`config.mk`:
```
export PLATFORM = sky130hd
export DESIGN_NAME = rps_reset_pll_seq
export DESIGN_NICKNAME = d
export VERILOG_FILES = /design/src/rps_pkg.sv /design/src/rps_tmr_if.sv /design/src/rps_cycle_timer.sv /design/src/rps_reset_pll_seq.sv
export VERILOG_INCLUDE_DIRS = /design/src
export SDC_FILE = /design/constraint.sdc
export NUM_CORES = 1
export LEC_CHECK = 0
export BUFFER_PORTS_ARGS = -buffer_cell sky130_fd_sc_hd__buf_4
export CAP_MARGIN = 20
export CORE_ASPECT_RATIO = 1.25
export CORE_MARGIN = 2
export CORE_UTILIZATION = 54
export DETAILED_ROUTE_END_ITERATION = 16
export GPL_ROUTABILITY_DRIVEN = 1
export PLACE_DENSITY = 0.77
export SYNTH_ARGS = -nofsm -noshare
export SYNTH_HDL_FRONTEND = slang
export SYNTH_HIERARCHICAL = 1
export SYNTH_SLANG_ARGS = --single-unit
```
`constraint.sdc`:
```
create_clock -name core_clk -period 4.6 [get_ports core_clk]
set_input_delay 0.46 -clock core_clk [delete_from_list [all_inputs] [get_ports core_clk]]
set_output_delay 0.46 -clock core_clk [all_outputs]
set_load 0.02 [all_outputs]
```
`src/rps_defs.svh`:
```
`ifndef RPS_DEFS_SVH
`define RPS_DEFS_SVH

// timer width, wide enough for the lock phase
`define RPS_TMR_W            18
// recognition of an external reset, in oscillator cycles
`define RPS_RST_LOW_OSC      8
`define RPS_RST_LOW_CYC      4'(`RPS_RST_LOW_OSC * `RPS_OSC_PER_CLK)
// watchdog-driven reset pulse length
`define RPS_WDOG_PULSE_OSC   512
`define RPS_WDOG_PULSE_CYC   18'(`RPS_WDOG_PULSE_OSC * `RPS_OSC_PER_CLK)
// bus activity becomes valid this long after release
`define RPS_BUS_VALID_OSC    32
`define RPS_BUS_VALID_CYC    18'(`RPS_BUS_VALID_OSC * `RPS_OSC_PER_CLK)
// boot-mode pins are held this long after release
`define RPS_BOOT_HOLD_OSC    200
`define RPS_BOOT_HOLD_CYC    18'(`RPS_BOOT_HOLD_OSC * `RPS_OSC_PER_CLK)
// the core clock is the oscillator clock
`define RPS_OSC_PER_CLK      1
// lock phase length, default for the top parameter
`define RPS_PLL_LOCK_OSC     131072
// multiplier control value after reset (bypass)
`define RPS_PLL_CTRL_RST     16'h0000
// limp-mode system clock target and resulting divider
`define RPS_CORE_KHZ         100000
`define RPS_LIMP_KHZ         2500
`define RPS_LIMP_DIV         8'(`RPS_CORE_KHZ / `RPS_LIMP_KHZ)
`define RPS_BOOT_W           4

`endif

```
`src/rps_pkg.sv`:
```
package rps_pkg;
	// reset sequence states
	typedef enum logic [2:0] {
		SEQ_HELD,
		SEQ_WDOG,
		SEQ_WAIT_BUS,
		SEQ_WAIT_BOOT,
		SEQ_RUN
	} rps_seq_e;

	typedef logic [15:0] rps_ctrl_t;
endpackage

```
`src/rps_tmr_if.sv`:
```
`timescale 1ns/10ps
`default_nettype none
`include "rps_defs.svh"

// ****************************************
// one-shot timer handshake
// ****************************************
interface rps_tmr_if;
	logic                   start;
	logic [`RPS_TMR_W-1:0]  loadVal;
	logic                   busy;
	logic                   done;

	modport owner (output start, output loadVal, input busy, input done);
	modport timer (input start, input loadVal, output busy, output done);
endinterface : rps_tmr_if

`default_nettype wire

```
`src/rps_cycle_timer.sv`:
```
`timescale 1ns/10ps
`default_nettype none
`include "rps_defs.svh"

// ****************************************
// one-shot down counter
// ****************************************
module rps_cycle_timer (
	// clock and reset
	input  wire logic    core_clk,
	input  wire logic    nrst,
	// handshake
	rps_tmr_if.timer     tmr
);
	import rps_pkg::*;

	logic [`RPS_TMR_W-1:0] cnt_reg;
	logic                  busy_reg;
	// done marks the last counted cycle, so a load of N spans exactly N cycles
	wire                   lastCycle = busy_reg && (cnt_reg == '0);

	// a new start restarts the count even while running
	always_ff @(posedge core_clk) begin
		if (!nrst) begin
			cnt_reg  <= '0;
			busy_reg <= 1'b0;
		end else begin
			if (tmr.start) begin
				cnt_reg  <= tmr.loadVal - `RPS_TMR_W'(1);
				busy_reg <= 1'b1;
			end else if (lastCycle) begin
				busy_reg <= 1'b0;
			end else if (busy_reg) begin
				cnt_reg  <= cnt_reg - `RPS_TMR_W'(1);
			end
		end
	end

	assign tmr.busy = busy_reg;
	assign tmr.done = lastCycle;
endmodule // rps_cycle_timer

`default_nettype wire

```
`src/rps_reset_pll_seq.sv`:
```
// How it works
// - watchdog drives a 512-cycle reset pulse
// - bus activity valid 32 cycles after release
// - boot pins sampled after reset, select boot
// - multiplier write starts 131072-cycle lock phase
// - system clock halved during lock outside limp mode
// - system clock equals oscillator times value/2
// - new frequency applied when lock completes
// - limp mode runs system clock at 1-5 MHz
`timescale 1ns/10ps
`default_nettype none
`include "rps_defs.svh"

module rps_reset_pll_seq #(
	parameter int unsigned PLL_LOCK_CYCLES = `RPS_PLL_LOCK_OSC * `RPS_OSC_PER_CLK
) (
	// clock and reset
	input  wire logic                    core_clk,
	input  wire logic                    nrst,
	// external reset pin, open drain
	input  wire logic                    extRstPinIn,
	output logic                         extRstPinOut,
	output logic                         extRstPinOeN,
	// watchdog event
	input  wire logic                    wdogFire,
	// boot-mode strapping
	input  wire logic [`RPS_BOOT_W-1:0]  bootModePins,
	output logic      [`RPS_BOOT_W-1:0]  bootMode,
	output logic                         bootValid,
	// core reset and bus activity
	output logic                         coreRstN,
	output logic                         busValid,
	// multiplier control write
	input  wire logic                    pllCtrlWrEn,
	input  wire rps_pkg::rps_ctrl_t      pllCtrlWrData,
	// system clock control
	input  wire logic                    limpMode,
	output logic                         sysClkEn,
	output logic                         pllLocking,
	output logic      [14:0]             sysClkMult
);
	import rps_pkg::*;

	// ****************************************
	// state and timers
	// ****************************************
	// sequencer state and pin filter
	rps_seq_e                 seq_reg;
	rps_seq_e                 seq_next;
	logic [3:0]               lowCnt_reg;
	// registered outputs of the reset side
	logic [`RPS_BOOT_W-1:0]   bootMode_reg;
	logic                     bootValid_reg;
	logic                     busValid_reg;
	logic                     coreRstN_reg;
	logic                     drive_reg;
	// multiplier and system clock enable
	rps_ctrl_t                pendCtrl_reg;
	rps_ctrl_t                actCtrl_reg;
	logic                     locking_reg;
	logic                     halfPh_reg;
	logic [7:0]               limpCnt_reg;
	logic                     sysClkEn_reg;

	// one timer walks the reset sequence, the other times the lock phase
	rps_tmr_if seqTmr ();
	rps_tmr_if lockTmr ();

	rps_cycle_timer seqTimer (
		.core_clk (core_clk),
		.nrst     (nrst),
		.tmr      (seqTmr)
	);

	rps_cycle_timer lockTimer (
		.core_clk (core_clk),
		.nrst     (nrst),
		.tmr      (lockTmr)
	);

	// ****************************************
	// reset recognition and sequencing
	// ****************************************

	// a glitch shorter than the minimum low time is ignored
	wire pinLow      = !extRstPinIn;
	wire rstSeen     = pinLow && (lowCnt_reg == (`RPS_RST_LOW_CYC - 4'(1)));
	// no new pulse while one is driven or a reset is already held
	wire wdogStart   = wdogFire && (seq_reg != SEQ_WDOG) && (seq_reg != SEQ_HELD);
	// wait for our own drive to end, else the pin reads back low
	wire heldRelease = (seq_reg == SEQ_HELD) && !pinLow && !drive_reg;
	// the strap sample falls on the last cycle of the hold window
	wire bootCapture = (seq_reg == SEQ_WAIT_BOOT) && seqTmr.done;
	// core held while a reset is recognised or driven
	wire inReset     = (seq_next == SEQ_HELD) || (seq_next == SEQ_WDOG);

	// next sequence state
	always_comb begin
		seq_next = seq_reg;
		case (seq_reg)
			SEQ_HELD:      if (heldRelease) seq_next = SEQ_WAIT_BUS;
			SEQ_WDOG:      if (seqTmr.done) seq_next = SEQ_HELD;
			SEQ_WAIT_BUS:  if (seqTmr.done) seq_next = SEQ_WAIT_BOOT;
			SEQ_WAIT_BOOT: if (seqTmr.done) seq_next = SEQ_RUN;
			SEQ_RUN:       seq_next = SEQ_RUN;
			default:       seq_next = SEQ_HELD;
		endcase
		// a watchdog outranks the pin; its own pulse never re-triggers the filter
		if (wdogStart)
			seq_next = SEQ_WDOG;
		else if (rstSeen && seq_reg != SEQ_WDOG)
			seq_next = SEQ_HELD;
	end

	// timer loads: release delay, then the remainder up to boot sampling
	// each load is the exact number of cycles up to the cycle that acts on done
	assign seqTmr.start   = wdogStart || heldRelease
		|| (seq_reg == SEQ_WAIT_BUS && seqTmr.done);
	assign seqTmr.loadVal = wdogStart ? `RPS_WDOG_PULSE_CYC :
		heldRelease ? `RPS_BUS_VALID_CYC :
		(`RPS_BOOT_HOLD_CYC - `RPS_BUS_VALID_CYC);

	// consecutive low cycles on the pin
	// saturates, so a long low is recognised once and then simply held
	always_ff @(posedge core_clk) begin
		if (!nrst)
			lowCnt_reg <= 4'h0;
		else if (!pinLow)
			lowCnt_reg <= 4'h0;
		else if (lowCnt_reg != (`RPS_RST_LOW_CYC - 4'(1)))
			lowCnt_reg <= lowCnt_reg + 4'h1;
	end

	// sequence registers
	// outputs follow the next state, so they move together with the state
	always_ff @(posedge core_clk) begin
		if (!nrst) begin
			seq_reg       <= SEQ_HELD;
			drive_reg     <= 1'b0;
			coreRstN_reg  <= 1'b0;
			busValid_reg  <= 1'b0;
			bootValid_reg <= 1'b0;
			bootMode_reg  <= '0;
		end else begin
			seq_reg      <= seq_next;
			drive_reg    <= (seq_next == SEQ_WDOG);
			coreRstN_reg <= !inReset;
			busValid_reg <= (seq_next == SEQ_WAIT_BOOT) || (seq_next == SEQ_RUN);
			if (inReset)
				bootValid_reg <= 1'b0;
			else if (bootCapture) begin
				bootMode_reg  <= bootModePins;
				bootValid_reg <= 1'b1;
			end
		end
	end

	// ****************************************
	// multiplier and lock phase
	// ****************************************

	// a write during lock restarts the whole lock phase
	// writes while the core is held in reset are dropped
	assign lockTmr.start   = pllCtrlWrEn && coreRstN_reg;
	assign lockTmr.loadVal = `RPS_TMR_W'(PLL_LOCK_CYCLES);

	// the old multiplier stays in force until the lock phase ends
	always_ff @(posedge core_clk) begin
		if (!nrst) begin
			pendCtrl_reg <= `RPS_PLL_CTRL_RST;
			actCtrl_reg  <= `RPS_PLL_CTRL_RST;
			locking_reg  <= 1'b0;
		end else begin
			if (lockTmr.start) begin
				pendCtrl_reg <= pllCtrlWrData;
				locking_reg  <= 1'b1;
			end else if (lockTmr.done) begin
				actCtrl_reg  <= pendCtrl_reg;
				locking_reg  <= 1'b0;
			end
		end
	end

	// ****************************************
	// system clock enable
	// ****************************************

	// limp rate wins, then the half rate of the lock phase, else every cycle
	wire limpTick   = (limpCnt_reg == (`RPS_LIMP_DIV - 8'(1)));
	// the write cycle already counts as lock, so halving starts at once
	wire lockActive = locking_reg || lockTmr.start;
	wire enNext     = limpMode ? limpTick :
		lockActive ? !halfPh_reg : 1'b1;

	// the limp divider restarts whenever limp mode is left
	always_ff @(posedge core_clk) begin
		if (!nrst) begin
			halfPh_reg   <= 1'b0;
			limpCnt_reg  <= 8'h00;
			sysClkEn_reg <= 1'b0;
		end else begin
			halfPh_reg   <= lockActive ? !halfPh_reg : 1'b0;
			limpCnt_reg  <= (!limpMode || limpTick) ? 8'h00 : limpCnt_reg + 8'h01;
			sysClkEn_reg <= enNext;
		end
	end

	// ****************************************
	// outputs
	// ****************************************
	// open-drain data fixed low, only the enable moves
	assign extRstPinOut = 1'b0;
	assign extRstPinOeN = !drive_reg;       // low while pulling the pin
	assign coreRstN     = coreRstN_reg;
	assign busValid     = busValid_reg;
	assign bootMode     = bootMode_reg;
	assign bootValid    = bootValid_reg;
	assign pllLocking   = locking_reg;
	assign sysClkEn     = sysClkEn_reg;
	assign sysClkMult   = actCtrl_reg[15:1];
endmodule // rps_reset_pll_seq

`default_nettype wire

```
# ---- After elaboration in Yosys (flattened, before gate mapping)
# Index checks and enable logic that the tools add are counted.
dict set report totals {
  inputBits 26
  regBits 95
  elab_cells 101
  output_inout_bits 26
}
dict set report classes {
  add_sub_neg 5
  eq_ne 13
  n_bitwise 4
  reduce_logical 41
  n_mux 21
}
# op count
set op_table {}
lappend op_table {{two-way mux 18 bit} 3}
lappend op_table {{two-way mux 17 bit} 3}
lappend op_table {{logical NOT 18 bit} 2}
lappend op_table {{subtractor 18 x 1 -> 18 bit, second input constant} 2}
lappend op_table {{two-way mux 3 bit} 6}
lappend op_table {{one-hot mux 3 bit (5 select lines)} 1}
lappend op_table {{AND reduction 2 bit} 6}
lappend op_table {{logical AND 1 bit} 11}
lappend op_table {{subtractor 10 x 1 -> 11 bit, second input constant} 1}
lappend op_table {{two-way mux 10 bit} 1}
lappend op_table {{== test 3 x 2 -> 1 bit, second input constant} 3}
lappend op_table {{adder 8 x 1 -> 8 bit, second input constant} 1}
lappend op_table {{== test 8 x 6 -> 1 bit, second input constant} 1}
lappend op_table {{two-way mux 8 bit} 1}
lappend op_table {{nonzero test 2 bit} 4}
lappend op_table {{OR reduction 2 bit} 4}
lappend op_table {{== test 3 x 1 -> 1 bit, second input constant} 2}
lappend op_table {{== test 3 bit, second input constant} 2}
lappend op_table {{logical NOT 3 bit} 2}
lappend op_table {{logical OR 1 bit} 6}
lappend op_table {{two-way mux 1 bit} 6}
lappend op_table {{logical NOT 1 bit} 5}
lappend op_table {{adder 4 x 1 -> 4 bit, second input constant} 1}
lappend op_table {{== test 4 x 3 -> 1 bit, second input constant} 1}
lappend op_table {{other kinds (6)} 9}

# ---- Longest topological paths before layout
# Gate-level depths: netlist (run 1).
dict set report logic_depth {
  depth_word 11
  mapped_depth 18
  mapped_depth_nobuf 11
}

# ---- Cells and area by module
# Netlist (run 1), hierarchy kept.
# module seq_area_each_um2 instances cells_per_inst area_per_inst_um2
set by_module_without_submodules {}
lappend by_module_without_submodules {rps_cycle_timer 380.4 2 198 1591.5}
lappend by_module_without_submodules {rps_reset_pll_seq 1121.1 1 263 2190.9}

# ---- Worst setup path after synthesis (run 1)
# No wires, ideal clock.
dict set report synth_path {
  path_type {reg2reg}
  start {register seqTimer.cnt_reg[3]}
  end {register seqTimer.cnt_reg[12]}
  t_required_ns 4.509
  setup_ns 0.091
  path_slack_ns -0.088
  arrival_time_ns 4.597
  n_path_buf 6
  synth_period_minus_slack_ns 4.688
  stages_incl_launch_ff 18
  path_cell_list {dfxtp_1 > or4_1 > nor4bb_1 > buf_2 > and3_1 > a21oi_1 > o31ai_1 > buf_2 > buf_2 > buf_2 > buf_1 > clkbuf_1 > mux2i_1 > ha_1 > o21ai_1 > or3_1 > or3_1 > a311oi_1}
}
dict set report synth_between {
  elab_chain_cells 6
  elab_cells_between_ends 11
  classes_between {add/sub: 1; eq/ne: 1; mux: 3; reduce/logical: 6}
}
# element line
set synth_lines {}
lappend synth_lines {{start, declared} rps_cycle_timer.sv:17} ;# logic [`RPS_TMR_W-1:0] cnt_reg;
lappend synth_lines {{start signal, assigned} rps_cycle_timer.sv:29} ;# cnt_reg <= tmr.loadVal - `RPS_TMR_W'(1);
lappend synth_lines {{start signal, assigned} rps_cycle_timer.sv:34} ;# cnt_reg <= cnt_reg - `RPS_TMR_W'(1);
lappend synth_lines {{logical NOT 18 bit (*)} rps_cycle_timer.sv:20} ;# wire lastCycle = busy_reg && (cnt_reg == '0);
lappend synth_lines {{logical AND 1 bit (*)} rps_cycle_timer.sv:20}
lappend synth_lines {{named net seqTmr.done} rps_tmr_if.sv:12} ;# logic done;
lappend synth_lines {{logical AND 1 bit (*)} rps_reset_pll_seq.sv:118} ;# || (seq_reg == SEQ_WAIT_BUS && seqTmr.done);
lappend synth_lines {{logical OR 1 bit (*)} rps_reset_pll_seq.sv:118}
lappend synth_lines {{named net seqTmr.start} rps_tmr_if.sv:9} ;# logic start;
lappend synth_lines {{inequality test 2 x 1 -> 1 bit (no line) or nonzero test 2 bit (tied branches)} n/a}
lappend synth_lines {{AND reduction 2 bit (no line)} n/a}
# The timed path passes the listed nets; every way through them passes the cells marked *. The select of a mux whose other input is x is not followed.
# A chain may end at the register's enable or synchronous reset.

# ---- Worst setup path in the final report (run 1)
# Ends and elaborated chain as after synthesis.

==> results_dict.tcl, run 1 <==
set metrics [dict create \
    dr.pass1.iters 5 \
    hold_viol_final 0 \
    holdPathEnd "sysClkEn$_SDFF_PN0_" \
    cts_resized 0 \
    htree_levels 3 \
    post_cts_buffers 0 \
    ys.flop_type "dfxtp_1" \
    clock-sinks 94 \
    gp_congestion 0.8469 \
    maxCapViolCount 0 \
    placed_area_um2 6190 \
    place_hpwl_um 9240 \
    finalCritPeriodShare 0.9092 \
    synthCells 659 \
    drive_gt1_frac 0.1336 \
    synth.largest_area_cell "dfxtp_1" \
    hold_depth 2 \
    place_ws_ns 0.4826 \
    avgSynthCellArea_um2 8.155 \
    use_met2 0.4580 \
    drtIter0Drc 310 \
    cp-end-kind "register" \
    overflow 0 \
    power.density_nw_per_um2 414.1 \
    core_area_um2 9659 \
    met3_usage 0.03511 \
    ys_seq_area_frac 0.3502 \
    rows 40 \
    layout_setup_ws_ns 0.4176 \
    vias_per_cell 5.607 \
    grt_start_max_net_pins 42 \
    synthTopCellsByArea "dfxtp_1 (35%), nand2_1 (5.7%), a21oi_1 (5.0%)" \
    antenna_left 0 \
    synth_cell_types 74 \
    die_w_um 93.23 \
    path_clk_slew_ns 0.07 \
    area_growth_pct 21.70 \
    setup_viol 0 \
    worstRegToRegCells 13 \
    grt_pass1_wl_um 22930 \
    tightestPinTransition_ns 0.9486 \
    rrSetupSlack_ns 0.42 \
    grt_use_met1 0.3231 \
    reg2reg_to "seqTimer/cnt_reg[12]$_SDFFE_PN0P_" \
    port_buffers 49 \
    globalRoute.busiestLayer "met2" \
    ir_drop_mv 0.2031 \
    fin_crit_ns 4.182 \
    cts_buffers 9 \
    clock.fmax_mhz 239.1 \
    cts.hold.buffers_added 0 \
    ctsLongestPathBuffers 2 \
    grt_pass1_vias 4941 \
    post_drt_wl_per_cell_um 14.53 \
    dieArea_um2 10770 \
    finalHoldWorstSlack_ns 0.3112 \
    antenna_found_initial 0 \
    final.setup.tns_ns 0 \
    worstReg2RegStart "seqTimer/cnt_reg[3]$_SDFFE_PN0P_" \
    synth_top_cell_area_share 0.3502 \
    start_util 0.5563 \
    drc 0 \
    fin_util 0.6771 \
    outcome "complete, no violations" \
    cts_tree "done" \
    synth_edf_count 0 \
    hp-start "limpMode" \
    total_leakage_power_nw 2.532 \
    io-pin-count 52 \
    crit_required_ns 4.85 \
    arrival_ns 4.43 \
    grtUsageTotal 0.2588 \
    synth_common_cells "dfxtp_1 (94), nand2_1 (82), a21oi_1 (54), nor3_1 (37), nor2_1 (33)" \
    min-delay-path-class "in -> reg" \
    grt_setup_unrepaired "false" \
    timing.slew.headroom 0.3590 \
    skew_ns 0.006666 \
    async_reset_ff_frac 0 \
    final_net_count 826 \
    die_h_um 115.5 \
    start_kind "register" \
    antenna_cells 0 \
    cts_root_buf "clkbuf_16" \
    crit_fanout 15 \
    via_count 5198 \
    synthMostInstantiatedCell "dfxtp_1" \
    yosysWarningCount 6 \
    wirelength_um 13470 \
    clock_latency_ns 0.35 \
    synth_seq_cells 94 \
    syn-cell-area_um2 5374 \
    crit_type "reg -> reg" \
    fin_area_um2 6540 \
    slew_viol_final 0 \
]
==> area by class of cell <==
cell class	instances	area, um2
fill	800	3119
multi-input combinational	620	3660
tap	126	157.7
clock buffer	9	225.2
clock inverter	7	125.1
inverter	12	47.55
sequential	94	1882
timing repair buffer	59	442.9
==> report_power, final <==
| group | total [mW] | switching, mW | internal [mW] |
|---|---|---|---|
| Clock | 0.880 | 0.342 | 0.538 |
| Combinational | 0.846 | 0.511 | 0.335 |
| Sequential | 0.982 | 0.0901 | 0.892 |
==> worst max path at each step <==
stage	startpoint	depth (start not counted)	endpoint
2_1_floorplan	seqTimer/cnt_reg[3]$_SDFFE_PN0P_	17	seqTimer/cnt_reg[12]$_SDFFE_PN0P_
3_3_place_gp	seqTimer/cnt_reg[3]$_SDFFE_PN0P_	14	seqTimer/cnt_reg[14]$_SDFFE_PN0P_
3_5_place_dp	seqTimer/cnt_reg[3]$_SDFFE_PN0P_	13	seqTimer/cnt_reg[12]$_SDFFE_PN0P_
4_1_cts	seqTimer/cnt_reg[3]$_SDFFE_PN0P_	13	seqTimer/cnt_reg[12]$_SDFFE_PN0P_
5_1_grt	seqTimer/cnt_reg[3]$_SDFFE_PN0P_	13	seqTimer/cnt_reg[12]$_SDFFE_PN0P_
6_report	seqTimer/cnt_reg[3]$_SDFFE_PN0P_	13	seqTimer/cnt_reg[12]$_SDFFE_PN0P_
==> layout by cell type, fill, tap and decap left out, types with 10 or more instances in the layout <==
cell type | netlist | routed
conb_1 | 2 | 110
dfxtp_1 | 94 | 94
nand2_1 | 82 | 82
buf_4 | 2 | 59
a21oi_1 | 54 | 54
nor3_1 | 37 | 37
nor2_1 | 33 | 33
xnor2_1 | 20 | 20
o21ai_0 | 19 | 19
or3_1 | 16 | 16
nor3b_1 | 16 | 16
a211oi_1 | 16 | 16
nand3_1 | 14 | 14
nand4_1 | 12 | 12
and3_1 | 11 | 11
xor2_1 | 11 | 11
nor4_1 | 11 | 11
mux2i_1 | 10 | 10
or4_1 | 10 | 10
==> worst max-delay path, cell delays in order (launching register included) <==
cell      delay [ns]
dfxtp_1         0.35
or4_1           0.51
nor4bb_1        0.29
buf_4           0.19
and3_1          0.32
a21oi_1         0.16
o31ai_4         0.27
buf_4           0.26
mux2i_1         0.27
ha_1            0.30
o21ai_1         0.14
or3_1           0.45
or3_1           0.32
a311oi_1        0.25
==> layer usage <==
layer	wire length, um	up-vias
li1	-	2621
met5	0	-
met4	302	0
met1	5992	2422
met2	6646	131
met3	523	24
==> cell families after synthesis <==
group / Yosys count / synth area share
compound gates: 175 / 0.2212
xor+xnor: 31 / 0.05052
fa+ha+maj: 4 / 0.009314
buf+inv: 53 / 0.04680
flops: 94 / 0.3502
mux: 14 / 0.02701
other cells: 2 / 0.001397
simple gates: 286 / 0.2936
==> through the flow <==
| stage | instances | total power [mW] |
|---|---|---|
| after floorplan | 767 | 1.643 |
| after global placement | 911 | 1.788 |
| after detailed placement | 911 | 1.824 |
| after CTS | 927 | 2.702 |
| after global routing | 927 | 2.855 |
| final | 927 | 2.708 |
(Power assumes the default switching activity.)
==> run 2, diff against run 1 <==
- RECOVER_POWER: default -> 25
- clock period: 4.6 -> 3.3 ns (I/O delays scaled with it)
==> results_dict.tcl, run 2 (synthesis gave the netlist of run 1 again) <==
set metrics [dict create \
    outcome "complete, but fails checks" \
    violations "negative setup slack" \
    via_count 5678 \
    worstRegToRegCells 10 \
    tightestPinTransition_ns 1.003 \
    grt_setup_unrepaired "true" \
    slew_viol_final 0 \
    rrSetupSlack_ns -0.33 \
    hold_depth 2 \
    io-pin-count 52 \
    antenna_cells 0 \
    die_h_um 115.5 \
    final_net_count 892 \
    arrival_ns 3.90 \
    fin_util 0.7505 \
    ir_drop_mv 0.3324 \
    start_kind "register" \
    placed_area_um2 6656 \
    worstReg2RegStart "seqTimer/cnt_reg[3]$_SDFFE_PN0P_" \
    cts_buffers 9 \
    power_mw 4.197 \
    ctsLongestPathBuffers 2 \
    min-delay-path-class "in -> reg" \
    crit_type "reg -> reg" \
    cp-end-kind "register" \
    overflow 0 \
    place_hpwl_um 10130 \
    drc 0 \
    antenna_found_initial 0 \
    reg2reg_to "seqTimer/cnt_reg[11]$_SDFFE_PN0P_" \
    clock_latency_ns 0.35 \
    antenna_left 0 \
    hold_viol_final 0 \
    vias_per_cell 5.718 \
    clock-sinks 94 \
    timing.slew.headroom 0.3316 \
    core_area_um2 9659 \
    maxCapViolCount 0 \
    finalCritPeriodShare 1.101 \
    power.density_nw_per_um2 578.9 \
    rows 40 \
    finalHoldWorstSlack_ns 0.1851 \
    dieArea_um2 10770 \
    cts_tree "done" \
    final_common_cell "conb_1" \
    htree_levels 3 \
    n_fill_cell 687 \
    crit_required_ns 3.56 \
    grt_start_max_net_pins 35 \
    most-common-layout-cells "conb_1 (110), dfxtp_1 (93), buf_4 (91)" \
    holdPathEnd "sysClkEn$_SDFF_PN0_" \
    final.setup.tns_ns -2.255 \
    fin_crit_ns 3.633 \
    grt_pass1_wl_um 24960 \
    die_w_um 93.23 \
    port_buffers 49 \
    area_growth_pct 34.90 \
    total_leakage_power_nw 2.832 \
    multi_input_area_um2 3945 \
    layout_setup_ws_ns -0.3329 \
    path_clk_slew_ns 0.07 \
    skew_ns 0.006873 \
    grt_pass1_vias 5417 \
    dr.pass1.iters 5 \
    grtUsageTotal 0.2869 \
    cts_root_buf "clkbuf_16" \
    clock.fmax_mhz 275.3 \
    start_util 0.5563 \
    setup_viol 13 \
    drtIter0Drc 311 \
    post_drt_wl_per_cell_um 16.01 \
    wirelength_um 15900 \
    hp-start "limpMode" \
    fin_area_um2 7249 \
    seq_area_um2 1883 \
    crit_fanout 5 \
    gp_congestion 0.8539 \
    drive_gt1_frac 0.2180 \
]
run 2: final cells by class:
| class | count | share of cell area |
|---|---|---|
| Multi-Input combinational cell | 620 | 0.5442 |
| Sequential cell | 94 | 0.2598 |
| Timing Repair Buffer | 125 | 0.1256 |
| Clock buffer | 9 | 0.03107 |
| Tap cell | 126 | 0.02175 |
| Clock inverter | 7 | 0.01105 |
| Inverter | 12 | 0.006559 |
run 2: report_power, final:
part	internal, mW	switching (mW)
sequential	1.24	0.0972
combinational	0.797	0.968
clock	0.600	0.491
run 2: timing repair:
item / 4_1_cts / 5_1_grt
gates resized for setup: 17 / 36
buffers inserted: 6 / 9
hold buffers: 0 / 0
cloned: 1 / 0
pin swaps: 22 / 20
setup endpoints to repair: 14 / 15
run 2: how the worst max path moves through the flow:
stage | slack, ns | depth (start not counted) | from | endpoint
2_1_floorplan | -0.65 | 17 | seqTimer/cnt_reg[3]$_SDFFE_PN0P_ | seqTimer/cnt_reg[12]$_SDFFE_PN0P_
3_3_place_gp | -0.21 | 10 | seqTimer/cnt_reg[17]$_SDFFE_PN0P_ | seqTimer/cnt_reg[11]$_SDFFE_PN0P_
3_5_place_dp | -0.28 | 12 | seqTimer/cnt_reg[17]$_SDFFE_PN0P_ | seqTimer/cnt_reg[12]$_SDFFE_PN0P_
4_1_cts | -0.16 | 11 | seqTimer/cnt_reg[3]$_SDFFE_PN0P_ | seqTimer/cnt_reg[13]$_SDFFE_PN0P_
5_1_grt | -0.42 | 13 | seqTimer/cnt_reg[3]$_SDFFE_PN0P_ | seqTimer/cnt_reg[7]$_SDFFE_PN0P_
6_report | -0.33 | 10 | seqTimer/cnt_reg[3]$_SDFFE_PN0P_ | seqTimer/cnt_reg[11]$_SDFFE_PN0P_
run 2: worst max-delay path, cell delays in order (launching register included):
cell,delay (ns)
dfxtp_2,0.33
or4_4,0.56
nor4bb_4,0.33
and3_4,0.25
a21oi_4,0.06
o31ai_4,0.32
or4b_4,0.52
a22o_4,0.29
or4_1,0.47
and3_1,0.19
a311oi_2,0.24
run 2: routing by layer:
layer,track usage,vias to the layer above,share of wire
li1,-,2750,-
met1,0.3422,2670,0.42
met2,0.5036,215,0.50
met3,0.03901,43,0.049
met4,0.1461,0,0.031
met5,0,-,0
run 2: per-stage QoR:
| stage | worst slack (ns) | std cells |
|---|---|---|
| global placement | -0.2112 | 963 |
| finish | -0.3329 | 993 |
| global route | -0.4215 | 993 |
| floorplan | -0.6513 | 767 |
| detailed placement | -0.2776 | 963 |
| CTS | -0.1560 | 985 |
==> run 3, diff against run 2 <==
- CORE_ASPECT_RATIO: 1.25 -> 0.6
==> results_dict.tcl, run 3 (synthesis gave the netlist of run 1 again) <==
set metrics [dict create \
    finalHoldWorstSlack_ns 0.2089 \
    htree_levels 3 \
    arrival_ns 3.86 \
    antenna_cells 0 \
    ctsLongestPathBuffers 2 \
    dieArea_um2 10790 \
    total_leakage_power_nw 2.874 \
    cts.hold.buffers_added 0 \
    grt_start_max_net_pins 35 \
    grt_setup_unrepaired "true" \
    crit_required_ns 3.56 \
    post_drt_wl_per_cell_um 16.01 \
    cp-end-kind "register" \
    skew_ns 0.01372 \
    hold_viol_final 0 \
    path_clk_slew_ns 0.08 \
    overflow 0 \
    clock.fmax_mhz 278.2 \
    drtIter0Drc 370 \
    fin_crit_ns 3.594 \
    vias_per_cell 5.664 \
    seq_power_share 0.321 \
    dr.pass1.iters 5 \
    violations "negative setup slack" \
    cts_buffers 9 \
    rows 28 \
    clock_latency_ns 0.35 \
    grtUsageTotal 0.2892 \
    port_buffers 49 \
    crit_fanout 5 \
    ir_drop_mv 0.3825 \
    cts_root_buf "clkbuf_16" \
    final_common_cell "conb_1" \
    cts_tree "done" \
    antenna_left 0 \
    timing.slew.headroom 0.3078 \
    outcome "complete, but fails checks" \
    crit_type "reg -> reg" \
    grt_pass1_vias 5316 \
    place_hpwl_um 10580 \
    n_fill_cell 704 \
    core_area_um2 9774 \
    drc 0 \
    min-delay-path-class "in -> reg" \
    die_h_um 81.27 \
    internal_power_mw 2.594 \
    die_w_um 132.8 \
    switching_share 0.3784 \
    tightestPinTransition_ns 1.038 \
    p_sw_mw 1.579 \
    pwr-share-clk 0.258 \
    via_count 5692 \
    finalCritPeriodShare 1.089 \
    most-common-layout-cells "conb_1 (110), buf_4 (102), dfxtp_1 (92)" \
    clock-sinks 94 \
    wirelength_um 16090 \
    maxCapViolCount 0 \
    antenna_found_initial 0 \
    slew_viol_final 0 \
    final_net_count 895 \
    layout_setup_ws_ns -0.2942 \
    gp_congestion 0.8877 \
    setup_viol 13 \
    p_comb_frac 0.420 \
    dp.cells 972 \
    drive_gt1_frac 0.2264 \
    power.density_nw_per_um2 572.6 \
    grt_pass1_wl_um 25270 \
    io-pin-count 52 \
    start_util 0.5498 \
    final_cell_count_no_fill 1005 \
    start_kind "register" \
    area_growth_pct 35.60 \
]
-- run 3: what timing repair did --
action / in CTS / in global routing
resized for setup: 28 / 19
gates cloned: 1 / 0
endpoints found under the setup margin: 14 / 15
pin swaps: 16 / 18
buffers inserted: 8 / 9
-- run 3: final timing paths --
kind                                startpoint  depth (start not counted)  slack [ns]                           endpoint
max reg2reg  seqTimer/cnt_reg[17]$_SDFFE_PN0P_                         10       -0.29  seqTimer/cnt_reg[11]$_SDFFE_PN0P_
min reg2reg              halfPh_reg$_SDFF_PN0_                          1        0.42              halfPh_reg$_SDFF_PN0_
max          seqTimer/cnt_reg[17]$_SDFFE_PN0P_                         10       -0.29  seqTimer/cnt_reg[11]$_SDFFE_PN0P_
min                            bootModePins[2]                          3        0.21           bootMode[2]$_SDFFE_PN0P_
-- run 3: power by group through the flow --
stage                     sequential [mW]  combinational, mW  clock (mW)
final                                1.34               1.75        1.08
after global routing                 1.35               1.89        1.12
after detailed placement             1.36               1.47           0
after CTS                            1.34               1.59        1.08
after floorplan                      1.35               1.00           0
after global placement               1.35               1.41           0
-- run 3: worst max-delay path: stages (launching register included) --
cell and delay, ns:
dfxtp_2 0.33, or4_4 0.55, nor4bb_4 0.31, and3_4 0.25, a21oi_2 0.07, o31ai_4 0.31
or4b_4 0.53, a22o_4 0.28, or4_1 0.52, and3_1 0.16, a311oi_1 0.19
-- run 3: through the flow --
stage                     setup WS (ns)  setup TNS [ns]  power, mW    util  area (um2)
after floorplan                 -0.6513          -3.443      2.350       -        5894
after global placement          -0.2178          -1.573      2.766  0.6809        6655
after detailed placement        -0.3058          -2.714      2.826  0.6809        6655
after CTS                       -0.2439          -1.546      4.012  0.7348        7182
after global routing            -0.3890          -4.209      4.359  0.7455        7287
final                           -0.2942          -2.781      4.172  0.7455        7287
-- run 3: layer usage --
layer / part of all wire / up-vias / GRT usage / routed length, um
met5: 0 / - / 0 / 0
met3: 0.056 / 25 / 0.05306 / 900
li1: - / 2765 / - / -
met2: 0.49 / 177 / 0.5073 / 7819
met4: 0.015 / 0 / 0.08495 / 241
met1: 0.44 / 2725 / 0.3690 / 7129
-- run 3: final cells by class --
| type | count | area [um2] | area share |
|---|---|---|---|
| Clock buffer | 9 | 225.2 | 0.03091 |
| Sequential cell | 94 | 1884 | 0.2586 |
| Timing Repair Buffer | 128 | 958.4 | 0.1315 |
| Inverter | 12 | 47.55 | 0.006525 |
| Clock inverter | 7 | 91.34 | 0.01253 |
| Tap cell | 135 | 168.9 | 0.02318 |
| Multi-Input combinational cell | 620 | 3911 | 0.5367 |
